### config.mk
export PLATFORM = sky130hd
export DESIGN_NAME = nav_track_sleep_control_regs
export DESIGN_NICKNAME = d
export VERILOG_FILES = /design/src/pkg/nav_track_pkg.sv /design/src/logic/nav_track_sleep_control_regs.sv
export VERILOG_INCLUDE_DIRS = /design/src /design/src/pkg
export SDC_FILE = /design/constraint.sdc
export NUM_CORES = 1
export LEC_CHECK = 0
export ABC_AREA = 1
export BUFFER_PORTS_ARGS = -buffer_cell sky130_fd_sc_hd__buf_2
export CAP_MARGIN = 10
export CORE_AREA = 2 2 318 320
export DETAILED_ROUTE_END_ITERATION = 10
export DIE_AREA = 0 0 320 322
export MAX_ROUTING_LAYER = met4
export PLACE_DENSITY_LB_ADDON = 0.2
export SLEW_MARGIN = 10
export SYNTH_ARGS = -nofsm -noshare
export SYNTH_HDL_FRONTEND = slang
export SYNTH_SLANG_ARGS = --single-unit
### constraint.sdc
create_clock -name core_clk -period 9.4 [get_ports core_clk]
set_clock_uncertainty 0.2 [all_clocks]
set_input_delay 1.88 -clock core_clk [delete_from_list [all_inputs] [get_ports core_clk]]
set_output_delay 1.88 -clock core_clk [all_outputs]
set_load 0.02 [all_outputs]
### src/pkg/nav_track_params.svh
`ifndef NAV_TRACK_PARAMS_SVH
`define NAV_TRACK_PARAMS_SVH

// ----------------------------------------------------------------
// Register byte offsets
// ----------------------------------------------------------------
`define OFF_XBUF_HI 8'h00
`define OFF_YBUF_LO 8'h04
`define OFF_YBUF_HI 8'h08
`define OFF_DX_LO 8'h0C
`define OFF_DX_HI 8'h10
`define OFF_DY_LO 8'h14
`define OFF_DY_HI 8'h18
`define OFF_SW_CTRL 8'h1C
`define OFF_FORCE 8'h20
`define OFF_TRIM 8'h24
`define OFF_LIFT_UP 8'h28
`define OFF_LIFT_LO 8'h2C
`define OFF_MASK 8'h30
`define OFF_STATUS 8'h34

// ----------------------------------------------------------------
// Field positions
// ----------------------------------------------------------------
`define SW_DIS_TRACK 0
`define SW_DIS_SLEEP 1
`define SW_SEL_LSB 2
`define FS_EN 0
`define FS_MODE_LSB 1
`define MSK_LASER 0
`define MSK_SUPPLY 1
`define MSK_BOOST 2
`define MSK_STATE 3

// ----------------------------------------------------------------
// Reset values
// ----------------------------------------------------------------
`define RST_BYTE 8'h00
`define RST_SCALE 16'h0100
`define RST_LIFT_UP 8'hFF
`define RST_MODE 4'h0

// ----------------------------------------------------------------
// Timing
// ----------------------------------------------------------------
`define CLK_MHZ 25
`define LASER_MAX_ON_US 100
`define LASER_MAX_ON_CYC (`LASER_MAX_ON_US * `CLK_MHZ)
`define SUPPLY_FILTER_NS 1000
`define SUPPLY_FILTER_CYC ((`SUPPLY_FILTER_NS * `CLK_MHZ) / 1000)

`endif

### src/pkg/nav_track_pkg.sv
package nav_track_pkg;

   // Phase of the tracking state machine
   typedef enum logic [1:0] {
      PH_TRACK = 2'b01,
      PH_SLEEP = 2'b10
   } trk_phase_t;

   // Mode code: bit 3 set for sleep, bits 2:0 the mode index
   typedef logic [3:0] mode_code_t;

endpackage : nav_track_pkg

### src/logic/nav_track_sleep_control_regs.sv
`timescale 1ns/1ps
`include "nav_track_params.svh"
// Contract
// [RULE_01] X displacement is the X motion count times the 16-bit X scale.
// [RULE_02] Y displacement is the Y motion count times the 16-bit Y scale.
// [RULE_03] Scale writes land any time but are used from the next boundary.
// [RULE_04] With sleep switching disabled no automatic sleep transition occurs.
// [RULE_05] With track switching disabled no automatic track transition occurs.
// [RULE_06] With switching disabled only the forced request changes state.
// [RULE_07] The sleep track-select field picks integration times only in sleep.
// [RULE_08] Software programs a track-select that matches the frame rate.
// [RULE_09] Every state machine transition raises the state-change event.
// [RULE_10] Mask bits 3,2,1,0 gate state, boost, supply and laser events.
// [RULE_11] Both edges of the boost undervoltage level raise its event.
// [RULE_12] The filtered supply signal rises when power goes to wired.
// [RULE_13] The filtered supply signal falls when power goes to wireless.
// [RULE_14] Each edge of the filtered supply signal raises its event.
// [RULE_15] Laser on past its limit raises the error level and its event.
// [RULE_16] A forced request moves state at the boundary and then self-clears.
// [RULE_17] Lift uses upper and lower 8-bit thresholds as hysteresis.
module nav_track_sleep_control_regs (
   input wire logic core_clk,
   input wire logic rst_b,
   input wire logic psel,
   input wire logic penable,
   input wire logic pwrite,
   input wire logic [7:0] paddr,
   input wire logic [31:0] pwdata,
   output logic [31:0] prdata,
   output logic pready,
   output logic pslverr,
   input wire logic blockBoundary,
   input wire logic [15:0] xCount,
   input wire logic [15:0] yCount,
   input wire logic autoSwitchReq,
   input wire logic [3:0] autoMode,
   input wire logic [7:0] surfaceMetric,
   input wire logic boostUnderVoltPin,
   input wire logic supplyWiredPin,
   input wire logic laserOnPin,
   output logic [15:0] dxOut,
   output logic [15:0] dyOut,
   output logic [3:0] trackMode,
   output logic sleepActive,
   output logic [2:0] integrationSel,
   output logic liftDetected,
   output logic [7:0] powerDspTrim,
   output logic supplyFiltered,
   output logic laserError,
   output logic state_change_irq,
   output logic boost_undervolt_irq,
   output logic supply_source_irq,
   output logic laser_on_timeout_irq
);

   // ----------------------------------------------------------------
   // Register bus
   // ----------------------------------------------------------------
   logic [7:0] dxScaleLo, dxScaleHi, dyScaleLo, dyScaleHi;
   logic [7:0] swCtrl, forceCtrl, liftUpper, liftLower, eventMask;
   logic [15:0] xBuf, yBuf;
   logic setupPhase, wrAccess;
   logic forceDone;
   logic [31:0] next_prdata;
   logic boostSync, boostPrev;
   localparam logic [15:0] RstScale = `RST_SCALE;

   function automatic logic addrMapped(input logic [7:0] a);
      return a <= `OFF_STATUS && a[1:0] == 2'b00;
   endfunction : addrMapped

   function automatic logic wrHit(input logic en, input logic [7:0] a,
                                  input logic [7:0] off);
      return en && a == off;
   endfunction : wrHit

   assign setupPhase = psel && !penable;
   assign wrAccess = psel && penable && pwrite && addrMapped(paddr);
   assign pready = 1'b1;
   assign pslverr = psel && penable && !addrMapped(paddr);

   always_ff @(posedge core_clk or negedge rst_b) begin
      if (!rst_b) begin
         dxScaleLo <= RstScale[7:0];
         dxScaleHi <= RstScale[15:8];
         dyScaleLo <= RstScale[7:0];
         dyScaleHi <= RstScale[15:8];
         swCtrl <= `RST_BYTE;
         liftUpper <= `RST_LIFT_UP;
         liftLower <= `RST_BYTE;
         eventMask <= `RST_BYTE;
         powerDspTrim <= `RST_BYTE;
      end else begin
         if (wrHit(wrAccess, paddr, `OFF_DX_LO)) dxScaleLo <= pwdata[7:0];
         if (wrHit(wrAccess, paddr, `OFF_DX_HI)) dxScaleHi <= pwdata[7:0];
         if (wrHit(wrAccess, paddr, `OFF_DY_LO)) dyScaleLo <= pwdata[7:0];
         if (wrHit(wrAccess, paddr, `OFF_DY_HI)) dyScaleHi <= pwdata[7:0];
         if (wrHit(wrAccess, paddr, `OFF_SW_CTRL)) swCtrl <= pwdata[7:0] & 8'h1F;
         if (wrHit(wrAccess, paddr, `OFF_LIFT_UP)) liftUpper <= pwdata[7:0];
         if (wrHit(wrAccess, paddr, `OFF_LIFT_LO)) liftLower <= pwdata[7:0];
         if (wrHit(wrAccess, paddr, `OFF_MASK)) eventMask <= pwdata[7:0] & 8'h0F;
         if (wrHit(wrAccess, paddr, `OFF_TRIM)) powerDspTrim <= pwdata[7:0];
      end
   end

   // Software write of the request wins over the hardware self-clear
   always_ff @(posedge core_clk or negedge rst_b) begin
      if (!rst_b) begin
         forceCtrl <= `RST_BYTE;
      end else if (wrHit(wrAccess, paddr, `OFF_FORCE)) begin
         forceCtrl <= pwdata[7:0] & 8'h1F;
      end else if (forceDone) begin
         forceCtrl[`FS_EN] <= 1'b0; // see [RULE_16]
      end
   end

   always_comb begin
      next_prdata = 32'h0000_0000;
      case (paddr)
         `OFF_XBUF_HI: next_prdata[7:0] = xBuf[15:8];
         `OFF_YBUF_LO: next_prdata[7:0] = yBuf[7:0];
         `OFF_YBUF_HI: next_prdata[7:0] = yBuf[15:8];
         `OFF_DX_LO: next_prdata[7:0] = dxScaleLo;
         `OFF_DX_HI: next_prdata[7:0] = dxScaleHi;
         `OFF_DY_LO: next_prdata[7:0] = dyScaleLo;
         `OFF_DY_HI: next_prdata[7:0] = dyScaleHi;
         `OFF_SW_CTRL: next_prdata[7:0] = swCtrl;
         `OFF_FORCE: next_prdata[7:0] = forceCtrl;
         `OFF_TRIM: next_prdata[7:0] = powerDspTrim;
         `OFF_LIFT_UP: next_prdata[7:0] = liftUpper;
         `OFF_LIFT_LO: next_prdata[7:0] = liftLower;
         `OFF_MASK: next_prdata[7:0] = eventMask;
         `OFF_STATUS: next_prdata[7:0] = {boostPrev, laserError,
                                          supplyFiltered, liftDetected,
                                          trackMode};
         default: next_prdata = 32'h0000_0000;
      endcase
   end

   // Read data is captured in the setup cycle, ready in the access cycle
   always_ff @(posedge core_clk or negedge rst_b) begin
      if (!rst_b) begin
         prdata <= 32'h0000_0000;
      end else if (setupPhase && !pwrite) begin
         prdata <= next_prdata;
      end
   end

   // ----------------------------------------------------------------
   // Scaling
   // ----------------------------------------------------------------
   logic [15:0] dxScaleAct, dyScaleAct;
   logic [31:0] dxProd, dyProd;

   always_ff @(posedge core_clk or negedge rst_b) begin
      if (!rst_b) begin
         dxScaleAct <= `RST_SCALE;
         dyScaleAct <= `RST_SCALE;
      end else if (blockBoundary) begin
         dxScaleAct <= {dxScaleHi, dxScaleLo}; // see [RULE_03]
         dyScaleAct <= {dyScaleHi, dyScaleLo}; // see [RULE_03]
      end
   end

   assign dxProd = xCount * dxScaleAct;
   assign dyProd = yCount * dyScaleAct;

   // Scale is 8.8 fixed point; counts are buffered at the same boundary
   always_ff @(posedge core_clk or negedge rst_b) begin
      if (!rst_b) begin
         dxOut <= 16'h0000;
         dyOut <= 16'h0000;
         xBuf <= 16'h0000;
         yBuf <= 16'h0000;
      end else if (blockBoundary) begin
         dxOut <= dxProd[23:8]; // see [RULE_01]
         dyOut <= dyProd[23:8]; // see [RULE_02]
         xBuf <= xCount;
         yBuf <= yCount;
      end
   end

   // ----------------------------------------------------------------
   // Tracking state machine
   // ----------------------------------------------------------------
   nav_track_pkg::trk_phase_t phase, next_phase;
   logic [2:0] modeIdx, next_modeIdx;
   logic forceReq, autoAllowed, sleepInvolved, stateChanged;
   nav_track_pkg::mode_code_t forceMode;

   assign forceReq = forceCtrl[`FS_EN];
   assign forceMode = forceCtrl[`FS_MODE_LSB +: 4];
   assign sleepInvolved = autoMode[3] || phase == nav_track_pkg::PH_SLEEP;
   assign autoAllowed = sleepInvolved ? !swCtrl[`SW_DIS_SLEEP] // see [RULE_04]
                                      : !swCtrl[`SW_DIS_TRACK]; // see [RULE_05]
   assign forceDone = blockBoundary && forceReq;

   always_comb begin
      next_phase = phase;
      next_modeIdx = modeIdx;
      case (phase)
         nav_track_pkg::PH_TRACK, nav_track_pkg::PH_SLEEP: begin
            if (forceDone) begin // see [RULE_06]
               next_phase = forceMode[3] ? nav_track_pkg::PH_SLEEP
                                         : nav_track_pkg::PH_TRACK;
               next_modeIdx = forceMode[2:0]; // see [RULE_16]
            end else if (blockBoundary && autoSwitchReq && autoAllowed) begin
               next_phase = autoMode[3] ? nav_track_pkg::PH_SLEEP
                                        : nav_track_pkg::PH_TRACK;
               next_modeIdx = autoMode[2:0];
            end
         end
         default: begin
            next_phase = nav_track_pkg::PH_TRACK;
            next_modeIdx = 3'h0;
         end
      endcase
   end

   always_ff @(posedge core_clk or negedge rst_b) begin
      if (!rst_b) begin
         phase <= nav_track_pkg::PH_TRACK;
         modeIdx <= 3'h0;
      end else begin
         phase <= next_phase;
         modeIdx <= next_modeIdx;
      end
   end

   assign trackMode = {phase == nav_track_pkg::PH_SLEEP, modeIdx};
   assign sleepActive = phase == nav_track_pkg::PH_SLEEP;
   assign stateChanged = next_phase != phase || next_modeIdx != modeIdx;

   always_ff @(posedge core_clk or negedge rst_b) begin
      if (!rst_b) begin
         integrationSel <= 3'h0;
      end else if (next_phase == nav_track_pkg::PH_SLEEP) begin
         integrationSel <= swCtrl[`SW_SEL_LSB +: 3]; // see [RULE_07]
      end else begin
         integrationSel <= next_modeIdx;
      end
   end

   // ----------------------------------------------------------------
   // Lift detection
   // ----------------------------------------------------------------
   always_ff @(posedge core_clk or negedge rst_b) begin
      if (!rst_b) begin
         liftDetected <= 1'b0;
      end else if (surfaceMetric > liftUpper) begin
         liftDetected <= 1'b1; // see [RULE_17]
      end else if (surfaceMetric < liftLower) begin
         liftDetected <= 1'b0; // see [RULE_17]
      end
   end

   // ----------------------------------------------------------------
   // Pin synchronisers
   // ----------------------------------------------------------------
   logic [2:0] pinRaw, pinMeta, pinSync;

   assign pinRaw = {laserOnPin, supplyWiredPin, boostUnderVoltPin};

   generate
      for (genvar i = 0; i < 3; i++) begin : g_sync
         always_ff @(posedge core_clk or negedge rst_b) begin
            if (!rst_b) begin
               pinMeta[i] <= 1'b0;
               pinSync[i] <= 1'b0;
            end else begin
               pinMeta[i] <= pinRaw[i];
               pinSync[i] <= pinMeta[i];
            end
         end
      end
   endgenerate

   assign boostSync = pinSync[0];

   always_ff @(posedge core_clk or negedge rst_b) begin
      if (!rst_b) begin
         boostPrev <= 1'b0;
      end else begin
         boostPrev <= boostSync;
      end
   end

   // ----------------------------------------------------------------
   // Supply source filter
   // ----------------------------------------------------------------
   localparam logic [11:0] SupplyCyc = 12'(`SUPPLY_FILTER_CYC);
   logic [11:0] supplyCnt;
   logic supplyEdge;

   // Level must differ for the whole filter time before it is taken
   always_ff @(posedge core_clk or negedge rst_b) begin
      if (!rst_b) begin
         supplyCnt <= 12'h000;
         supplyFiltered <= 1'b0;
      end else if (pinSync[1] == supplyFiltered) begin
         supplyCnt <= 12'h000;
      end else if (supplyCnt == SupplyCyc - 12'h001) begin
         supplyCnt <= 12'h000;
         supplyFiltered <= pinSync[1]; // see [RULE_12] [RULE_13]
      end else begin
         supplyCnt <= supplyCnt + 12'h001;
      end
   end

   assign supplyEdge = pinSync[1] != supplyFiltered
                       && supplyCnt == SupplyCyc - 12'h001;

   // ----------------------------------------------------------------
   // Laser on-time watchdog
   // ----------------------------------------------------------------
   localparam logic [11:0] LaserCyc = 12'(`LASER_MAX_ON_CYC);
   logic [11:0] laserCnt;
   logic laserRise;

   always_ff @(posedge core_clk or negedge rst_b) begin
      if (!rst_b) begin
         laserCnt <= 12'h000;
         laserError <= 1'b0;
      end else if (!pinSync[2]) begin
         laserCnt <= 12'h000;
         laserError <= 1'b0;
      end else if (laserCnt != LaserCyc) begin
         laserCnt <= laserCnt + 12'h001;
      end else begin
         laserError <= 1'b1; // see [RULE_15]
      end
   end

   assign laserRise = pinSync[2] && laserCnt == LaserCyc && !laserError;

   // ----------------------------------------------------------------
   // Masked event pulses
   // ----------------------------------------------------------------
   always_ff @(posedge core_clk or negedge rst_b) begin
      if (!rst_b) begin
         state_change_irq <= 1'b0;
         boost_undervolt_irq <= 1'b0;
         supply_source_irq <= 1'b0;
         laser_on_timeout_irq <= 1'b0;
      end else begin
         state_change_irq <= stateChanged
                             && eventMask[`MSK_STATE]; // see [RULE_09] [RULE_10]
         boost_undervolt_irq <= (boostSync != boostPrev)
                                && eventMask[`MSK_BOOST]; // see [RULE_11]
         supply_source_irq <= supplyEdge
                              && eventMask[`MSK_SUPPLY]; // see [RULE_14]
         laser_on_timeout_irq <= laserRise
                                 && eventMask[`MSK_LASER]; // see [RULE_15]
      end
   end
endmodule : nav_track_sleep_control_regs

=== Yosys cells after proc, flatten, opt, wreduce, memory -nomap -nowiden ===
Cells that the tools add are included.

* Multipliers: 2
* Eq/ne operators: 26
* Add/sub/neg operators: 2
* $lt $le $gt $ge: 3
* Muxes and demuxes: 21
* Reductions and logical operators: 41
* Bitwise gates (word level): 1

{| class="wikitable"
|+ Operator list
! operator !! number
|-
| $pmux W8 S14 || 1
|-
| $eq A8 B6 Y1 const B || 6
|-
| $mul A16 B16 Y24 || 2
|-
| $mux W12 || 4
|-
| $eq A8 B5 Y1 const B || 4
|-
| $logic_and A1 B1 Y1 || 27
|-
| $add A12 B1 Y12 const B || 2
|-
| $eq A8 B4 Y1 const B || 2
|-
| $eq A12 B12 Y1 const B || 1
|-
| $eq A12 B5 Y1 const B || 1
|-
| $mux W3 || 4
|-
| $ne A12 B12 Y1 const B || 1
|-
| $mux W2 || 5
|-
| $eq A8 B3 Y1 const B || 1
|-
| $gt A8 B8 Y1 || 1
|-
| $le A8 B6 Y1 const B || 1
|-
| $logic_not A8 Y1 || 1
|-
| $lt A8 B8 Y1 || 1
|-
| $mux W1 || 7
|-
| $logic_not A1 Y1 || 6
|-
| $eq A2 B2 Y1 const B || 2
|-
| $reduce_bool A2 Y1 || 2
|-
| $ne A3 B3 Y1 || 1
|-
| $eq A2 B1 Y1 const B || 1
|-
| 10 further kinds || 12
|}

* Input port bits: 94
* Output and inout bits: 89
* Flip-flop bits (word level): 220
* Word-level logic and storage cells: 133

=== Longest topological paths before layout ===
Gate-level depths: netlist (run 1).

* Depth in word-level cells: 10
* Mapped depth: 28
* Depth with buffers taken out: 27

=== Worst setup path after synthesis (run 1) ===
Ideal clock, no wire load.

* Path kind: input to register
* From: input port yCount[7]
* To: register dyOut[15]
* Path slack: 2282 ps
* Path buffers: 2
* Setup time: 118 ps
* Arrival: 6800 ps
* Stages on the path: 25
* Data required time: 9082 ps
* Cell sequence: clkbuf_1 > clkbuf_1 > nand2_1 > fa_1 > inv_1 > fa_1 > inv_1 > fa_1 > inv_1 > fa_1 > fa_1 > inv_1 > fa_1 > inv_1 > ha_1 > nand2_1 > nor2_1 > nor3b_1 > nand2_1 > a21oi_1 > nor2_1 > inv_1 > nand2_1 > nand3_1 > nand2_1

* Cells in the longest elaborated chain, start to end: 1

{| class="wikitable"
|+ Ends and longest elaborated chain
! item !! line !! RTL
|-
| start: declaration || nav_track_sleep_control_regs.sv:34 || <nowiki>input wire logic [15:0] yCount,</nowiki>
|-
| $mul A16 B16 Y24 || nav_track_sleep_control_regs.sv:166 || <nowiki>assign dyProd = yCount * dyScaleAct;</nowiki>
|-
| end signal: assignment || nav_track_sleep_control_regs.sv:177 || <nowiki>dyOut <= dyProd[23:8];</nowiki>
|-
| end: declaration || nav_track_sleep_control_regs.sv:42 || <nowiki>output logic [15:0] dyOut,</nowiki>
|}

Every way passes these cells.
A chain may end at the register's enable or synchronous reset.

=== Worst setup path in the final report (run 1) ===
* From: input port xCount[7]
* To: register dxOut[15]

* Cells in the longest elaborated chain, start to end: 1

{| class="wikitable"
|+ Ends and longest elaborated chain
! item !! line !! RTL
|-
| start: declaration || nav_track_sleep_control_regs.sv:33 || <nowiki>input wire logic [15:0] xCount,</nowiki>
|-
| $mul A16 B16 Y24 || nav_track_sleep_control_regs.sv:165 || <nowiki>assign dxProd = xCount * dxScaleAct;</nowiki>
|-
| end signal: assignment || nav_track_sleep_control_regs.sv:176 || <nowiki>dxOut <= dxProd[23:8];</nowiki>
|-
| end: declaration || nav_track_sleep_control_regs.sv:41 || <nowiki>output logic [15:0] dxOut,</nowiki>
|}

Every way passes these cells.

==> results of run 1 <==
[cells by family after synthesis]
kind of cell,share of synthesized area [%]
DFF,21.6
muxes,0.0457
and+or+nand+nor,21.7
AOI/OAI and AO/OA,5.95
adders and majority gates,34.8
other,0.0304
buffers and inverters,15.3
xor gates and xnor gates,0.568
[layer usage]
| layer | wire length (um) | GRT usage, % | up-vias |
|---|---|---|---|
| met5 | 0 | - | - |
| met4 | 1260 | 2.67 | 0 |
| met3 | 2520 | 1.61 | 66 |
| met2 | 36000 | 25.3 | 274 |
| met1 | 35600 | 20.4 | 9680 |
| li1 | - | - | 9720 |
[sequential cells by signal, indices dropped and copies added (netlist names), 12 cells and up]
signal      flops
yBuf           16
dxOut          16
laserCnt       12
supplyCnt      12
dyScaleAct     16
dxScaleAct     16
dyOut          16
[metrics by stage]
| step | util (%) | hold slack (ps) |
|---|---|---|
| 3_3_place_gp | 26.5 | 132 |
| 4_1_cts | 27.5 | 148 |
| 2_1_floorplan | - | 131 |
| 5_1_grt | 27.5 | 156 |
| 6_report | 27.5 | 147 |
| 3_5_place_dp | 26.5 | 135 |
[critical path, stage by stage]
cell,delay (ps)
buf_2,380
nand2_1,150
fa_1,580
inv_1,50
fa_1,500
inv_1,60
fa_1,540
inv_1,50
fa_1,450
fa_1,490
inv_1,50
fa_1,470
inv_1,40
ha_1,360
nand2_1,90
nor2_1,130
nor3b_1,310
nand2_1,80
a21oi_1,130
nor2_1,90
nand3_1,90
nand3_1,230
nand2_1,140
[cell usage after synthesis (2+ instances only)]
master,count,area share (%)
nor2_1,112,1.7
o2111ai_1,3,0.11
nand4_1,20,0.51
inv_1,821,12
a21o_1,10,0.30
o22ai_1,8,0.20
a31oi_1,7,0.18
o21ai_1,9,0.18
a22o_1,2,0.071
a21oi_1,61,1.2
a211oi_1,3,0.091
buf_2,7,0.14
a21boi_0,3,0.091
dfrtp_1,199,20
fa_1,334,27
clkbuf_1,113,1.7
xor2_1,7,0.25
nor3b_1,6,0.18
o221ai_1,2,0.071
ha_1,152,7.7
nor3_1,24,0.49
o21a_1,2,0.061
conb_1,2,0.030
xnor2_1,9,0.32
dfstp_2,13,1.4
buf_1,7,0.11
nand3_1,99,2.0
o21ai_0,143,2.9
nand3b_1,14,0.43
nor4_1,7,0.18
or2_2,3,0.076
nand2_1,1056,16
buf_4,27,0.82
o21bai_1,3,0.091
o211ai_1,5,0.15
a221oi_1,3,0.11
[power groups by stage]
stage	logic, uW	registers [uW]	clock network [uW]
floorplan	159	993	0
global route	320	972	1200
finish	282	969	1130
CTS	290	969	1170
detailed placement	290	985	0
global placement	289	986	0
[worst max path at each step]
stage / end / slack [ps] / depth (start not counted)
after floorplan: dyOut[15]$_DFFE_PN0P_ / 2280 / 25
after global placement: dxOut[15]$_DFFE_PN0P_ / 1700 / 21
after detailed placement: dxOut[15]$_DFFE_PN0P_ / 1720 / 21
after CTS: dxOut[15]$_DFFE_PN0P_ / 2340 / 21
after global routing: dxOut[15]$_DFFE_PN0P_ / 1840 / 22
final: dxOut[15]$_DFFE_PN0P_ / 2380 / 23
[layout make-up]
cell class	count	area share, %
multi-input combinational	2137	57.2
sequential	212	19.4
inverter	822	11.3
tap	1298	5.93
clock buffer	38	2.88
timing repair buffer	138	2.61
clock inverter	14	0.676
antenna	1	0.00914
==> impl_metrics.ini, run 1 <==
[pwr]
p_per_area_mw_per_mm2 = 86.8
seqPwrFrac_pct = 40.8
power_switching_uw = 685
p_int_uw = 1690
ir_drop_v = 0.000117
total_power_uw = 2380
swShare_pct = 28.8
p_clk_share_pct = 47.4
pwr-share-comb_pct = 11.9
p_leak_uw = 0.0154

[worst_setup_path]
worst_setup_path_startpoint = xCount[7]
required_ps = 9710
rr_worst_depth = 22
rrSetupSlack_ps = 3110
endpoint_kind = flip-flop
worstSetupPathType = in -> reg
crit_path_start_kind = input pin
timing.rr.end = dxOut[15]$_DFFE_PN0P_
rr_startpoint = dxScaleAct[7]$_DFFE_PN0P_
crit_fanout = 16
arrival_ps = 7330

[timing]
worst_slack_ps = 2380
finalSetupViolations = 0
rsz0062_at_grt = no
worst_pin_slew_ps = 1040
drv_slew = 0
hold_viol_final = 0
fin_crit_sh_pct = 74.7
min_period_ps = 7020
fmax_mhz = 142
fin_setup_tns_ps = 0
relSlewSlack_pct = 30.8

[detailed_routing]
drtIter0Drc = 1024
via_per_inst = 4.24
ant_nets = 0
firstDrtPassIters = 5
drc = 0
wl_mm = 75.4
vias = 19740
wl_per_cell_um = 16.2

[finish]
finalInstanceArea_mm2 = 0.0274
ff_latch_area_mm2 = 0.00532
layout_commonest_cell = nand2_1
final_cell_mix = nand2_1 (1056), inv_1 (821), fa_1 (334)
fin_cells = 4660
final_nets = 3919
synthToLayoutAreaGrowth_pct = 11.0
multi_input_area_mm2 = 0.0157
fillCellCount = 11020
drive_gt1_share_pct = 6.13

[clock_network]
numCtsBuffers = 28
cts_sinks = 212
cts_tree = done
htreeDepth = 1
cts.path.max_buffers = 3
cts_setup_buffers = 0
post_cts_resized = 0
insertion_delay_ps = 590
cts-hold-fix-buffers = 0
cts_root_buffer = clkbuf_16
clk_pin_slew_ps = 60

[die]
num_rows = 116
die_w_um = 320
die_y_um = 322
num_io_pins = 183
start_util_pct = 24.8
die_area_mm2 = 0.103
core_area_mm2 = 0.0996

[yosys]
syn_area_mm2 = 0.0247
ys_seq_area_share_pct = 21.6
syn_inst = 3302
async_flop_share_pct = 100
synth-seq-cells = 212
synth_flop_cell = dfrtp_1
synth.avg_cell_area_um2 = 7.47
synth_edf_count = 0
ys_warn_count = 0
synth.distinct_cells = 42

[global_routing]
grtUsageTotal_pct = 15.3
grt_antenna_before_repair = 1
grt_pass1_vias = 20473
grt_overflow = 0
grt_max_degree = 120
grt_pass1_wl_mm = 120

[place]
hpwlAfterDp_mm = 58.3
gp_congestion = 0.833
place_ws_ps = 1720
placed_area_mm2 = 0.0264
port-buffer-count = 133
dp.cells = 4607

[min_path]
hold_class = reg -> reg
min_to = pinSync[1]$_DFF_PN0_
worstHoldStart = pinMeta[1]$_DFF_PN0_
whs_path_depth = 0

[flow_run]
maxCapViolations = 0

[status]
outcome = finished clean
(Power assumes the default switching activity.)
==> run 2: changes to the inputs <==
clock period = 5.7 ns   (was 9.4 ns; I/O delays follow)
==> run 2 against run 1 <==
Compared with the run above: cell count grew 5.5%; global-route usage grew 0.48 points; setup slack lost 2300 ps; clock-buffer cell count grew 2; first-iteration DRC count grew 9.1%; power grew 64%; combinational power grew 97%; utilization grew 3.2 points; hold slack gained 2.2 ps; die area is the same; clock power grew 54%; critical endpoint unchanged; via count grew 5.0%.
==> impl_metrics.ini, run 2 (synthesized netlist as in run 1, its figures left out) <==
[status]
outcome = finished clean

[finish]
layout_commonest_cell = nand2_1
final_nets = 4176
drive_gt1_share_pct = 17.7
synthToLayoutAreaGrowth_pct = 23.7
utilization_pct = 30.7
final_cell_mix = nand2_1 (1017), inv_1 (787), fa_1 (324)

[flow_run]
maxCapViolations = 0

[die]
num_rows = 116
num_io_pins = 183
core_area_mm2 = 0.0996
start_util_pct = 24.8
die_w_um = 320
die_area_mm2 = 0.103
die_y_um = 322

[clock_network]
cts.path.max_buffers = 3
cts_tree = done
numCtsBuffers = 27
clk_pin_slew_ps = 60
cts_sinks = 212
htreeDepth = 1
cts-hold-fix-buffers = 0
insertion_delay_ps = 580
cts_root_buffer = clkbuf_16

[worst_setup_path]
arrival_ps = 5910
crit_path_start_kind = input pin
required_ps = 5970
cp_slowest_cell = fa_1
slowest_delay_ps = 560
crit_fanout = 6
worst_path_most_repeated_cell = fa_1
endpoint_kind = flip-flop
worstSetupPathType = in -> reg

[timing]
finalSetupViolations = 0
relSlewSlack_pct = 38.8
hold_viol_final = 0
rsz0062_at_grt = yes
drv_slew = 0
worst_slack_ps = 59.8
fmax_mhz = 177
fin_crit_sh_pct = 99.0
worst_pin_slew_ps = 911
fin_setup_tns_ps = 0
min_period_ps = 5640

[global_routing]
grt_antenna_before_repair = 7
grt_overflow = 0
grt_pass1_wl_mm = 123
grtUsageTotal_pct = 15.8
grt_max_degree = 107
grt_pass1_vias = 21941

[detailed_routing]
drc = 0
wl_per_cell_um = 15.6
firstDrtPassIters = 5
vias = 20722
drtIter0Drc = 1117
wl_mm = 76.7
ant_nets = 0
via_per_inst = 4.21

[place]
hpwlAfterDp_mm = 62.8
place_ws_ps = -749
port-buffer-count = 133
gp_congestion = 0.849

[pwr]
ir_drop_v = 0.000196
p_leak_uw = 0.0170
p_per_area_mw_per_mm2 = 128

[min_path]
hold_class = reg -> reg
run 2: changes by cell type in the layout (fill, tap and decap cells not counted), moves of 15 or more:
cell and delta:
a21oi_1 -15, buf_2 -26, buf_4 +242, buf_6 +18, ha_1 -24, ha_4 +23, inv_1 -34, inv_2 +34
nand2_1 -39, nand2_2 +25, nor2_1 -16
run 2: path summary, 6_finish.rpt:
kind,slack (ps),from,depth (start not counted),to
setup / recovery,60,xCount[11],26,dxOut[15]$_DFFE_PN0P_
hold / removal,150,pinMeta[1]$_DFF_PN0_,0,pinSync[1]$_DFF_PN0_
setup reg to reg,130,dxScaleAct[14]$_DFFE_PN0P_,22,dxOut[15]$_DFFE_PN0P_
hold reg to reg,150,pinMeta[1]$_DFF_PN0_,0,pinSync[1]$_DFF_PN0_
max in group asynchronous,3910,rst_b,2,forceCtrl[1]$_DFFE_PN0P_
min in group asynchronous,330,rst_b,1,powerDspTrim[3]$_DFFE_PN0P_
run 2: final cells by class:
cell class | count | area [um^2]
Tap cell | 1298 | 1620
Multi-Input combinational cell | 2137 | 16500
Sequential cell | 212 | 5340
Clock inverter | 7 | 88.8
Inverter | 822 | 3090
Fill cell | 10863 | 69000
Clock buffer | 40 | 795
Timing Repair Buffer | 396 | 3100
Antenna cell | 6 | 15.0
run 2: layer usage:
metal  share of wire, %  global-route usage (%)
met1                 46                    20.0
met2                 49                    27.1
met3                3.0                    1.53
met4                2.0                    3.71
met5                  0                       -
run 2: timing repair:
item,4_1_cts,5_1_grt
gates cloned,0,3
gates resized for setup,26,220
buffers inserted,0,21
setup endpoints to repair,16,26
pin swaps,4,116
run 2: power by group:
group	switching, uW	internal (uW)
clock network	726	1010
registers	38.6	1560
logic	365	191
run 2: per-stage QoR:
stage	hold WS, ps	std cells	instance area, um^2	power [uW]
floorplan	131	3325	25300	1920
global placement	135	4841	28500	2150
detailed placement	140	4841	28500	2150
CTS	154	4888	29500	3930
global route	157	4918	30500	4090
finish	150	4918	30500	3890
run 2: worst max-delay path, delay by kind of cell:
family / cells / cell delay, ps
adder cells (fa/ha/maj): 7 / 3350
AND/OR/NAND/NOR: 9 / 670
AO/OA/AOI/OAI: 1 / 160
buffers and inverters: 9 / 590
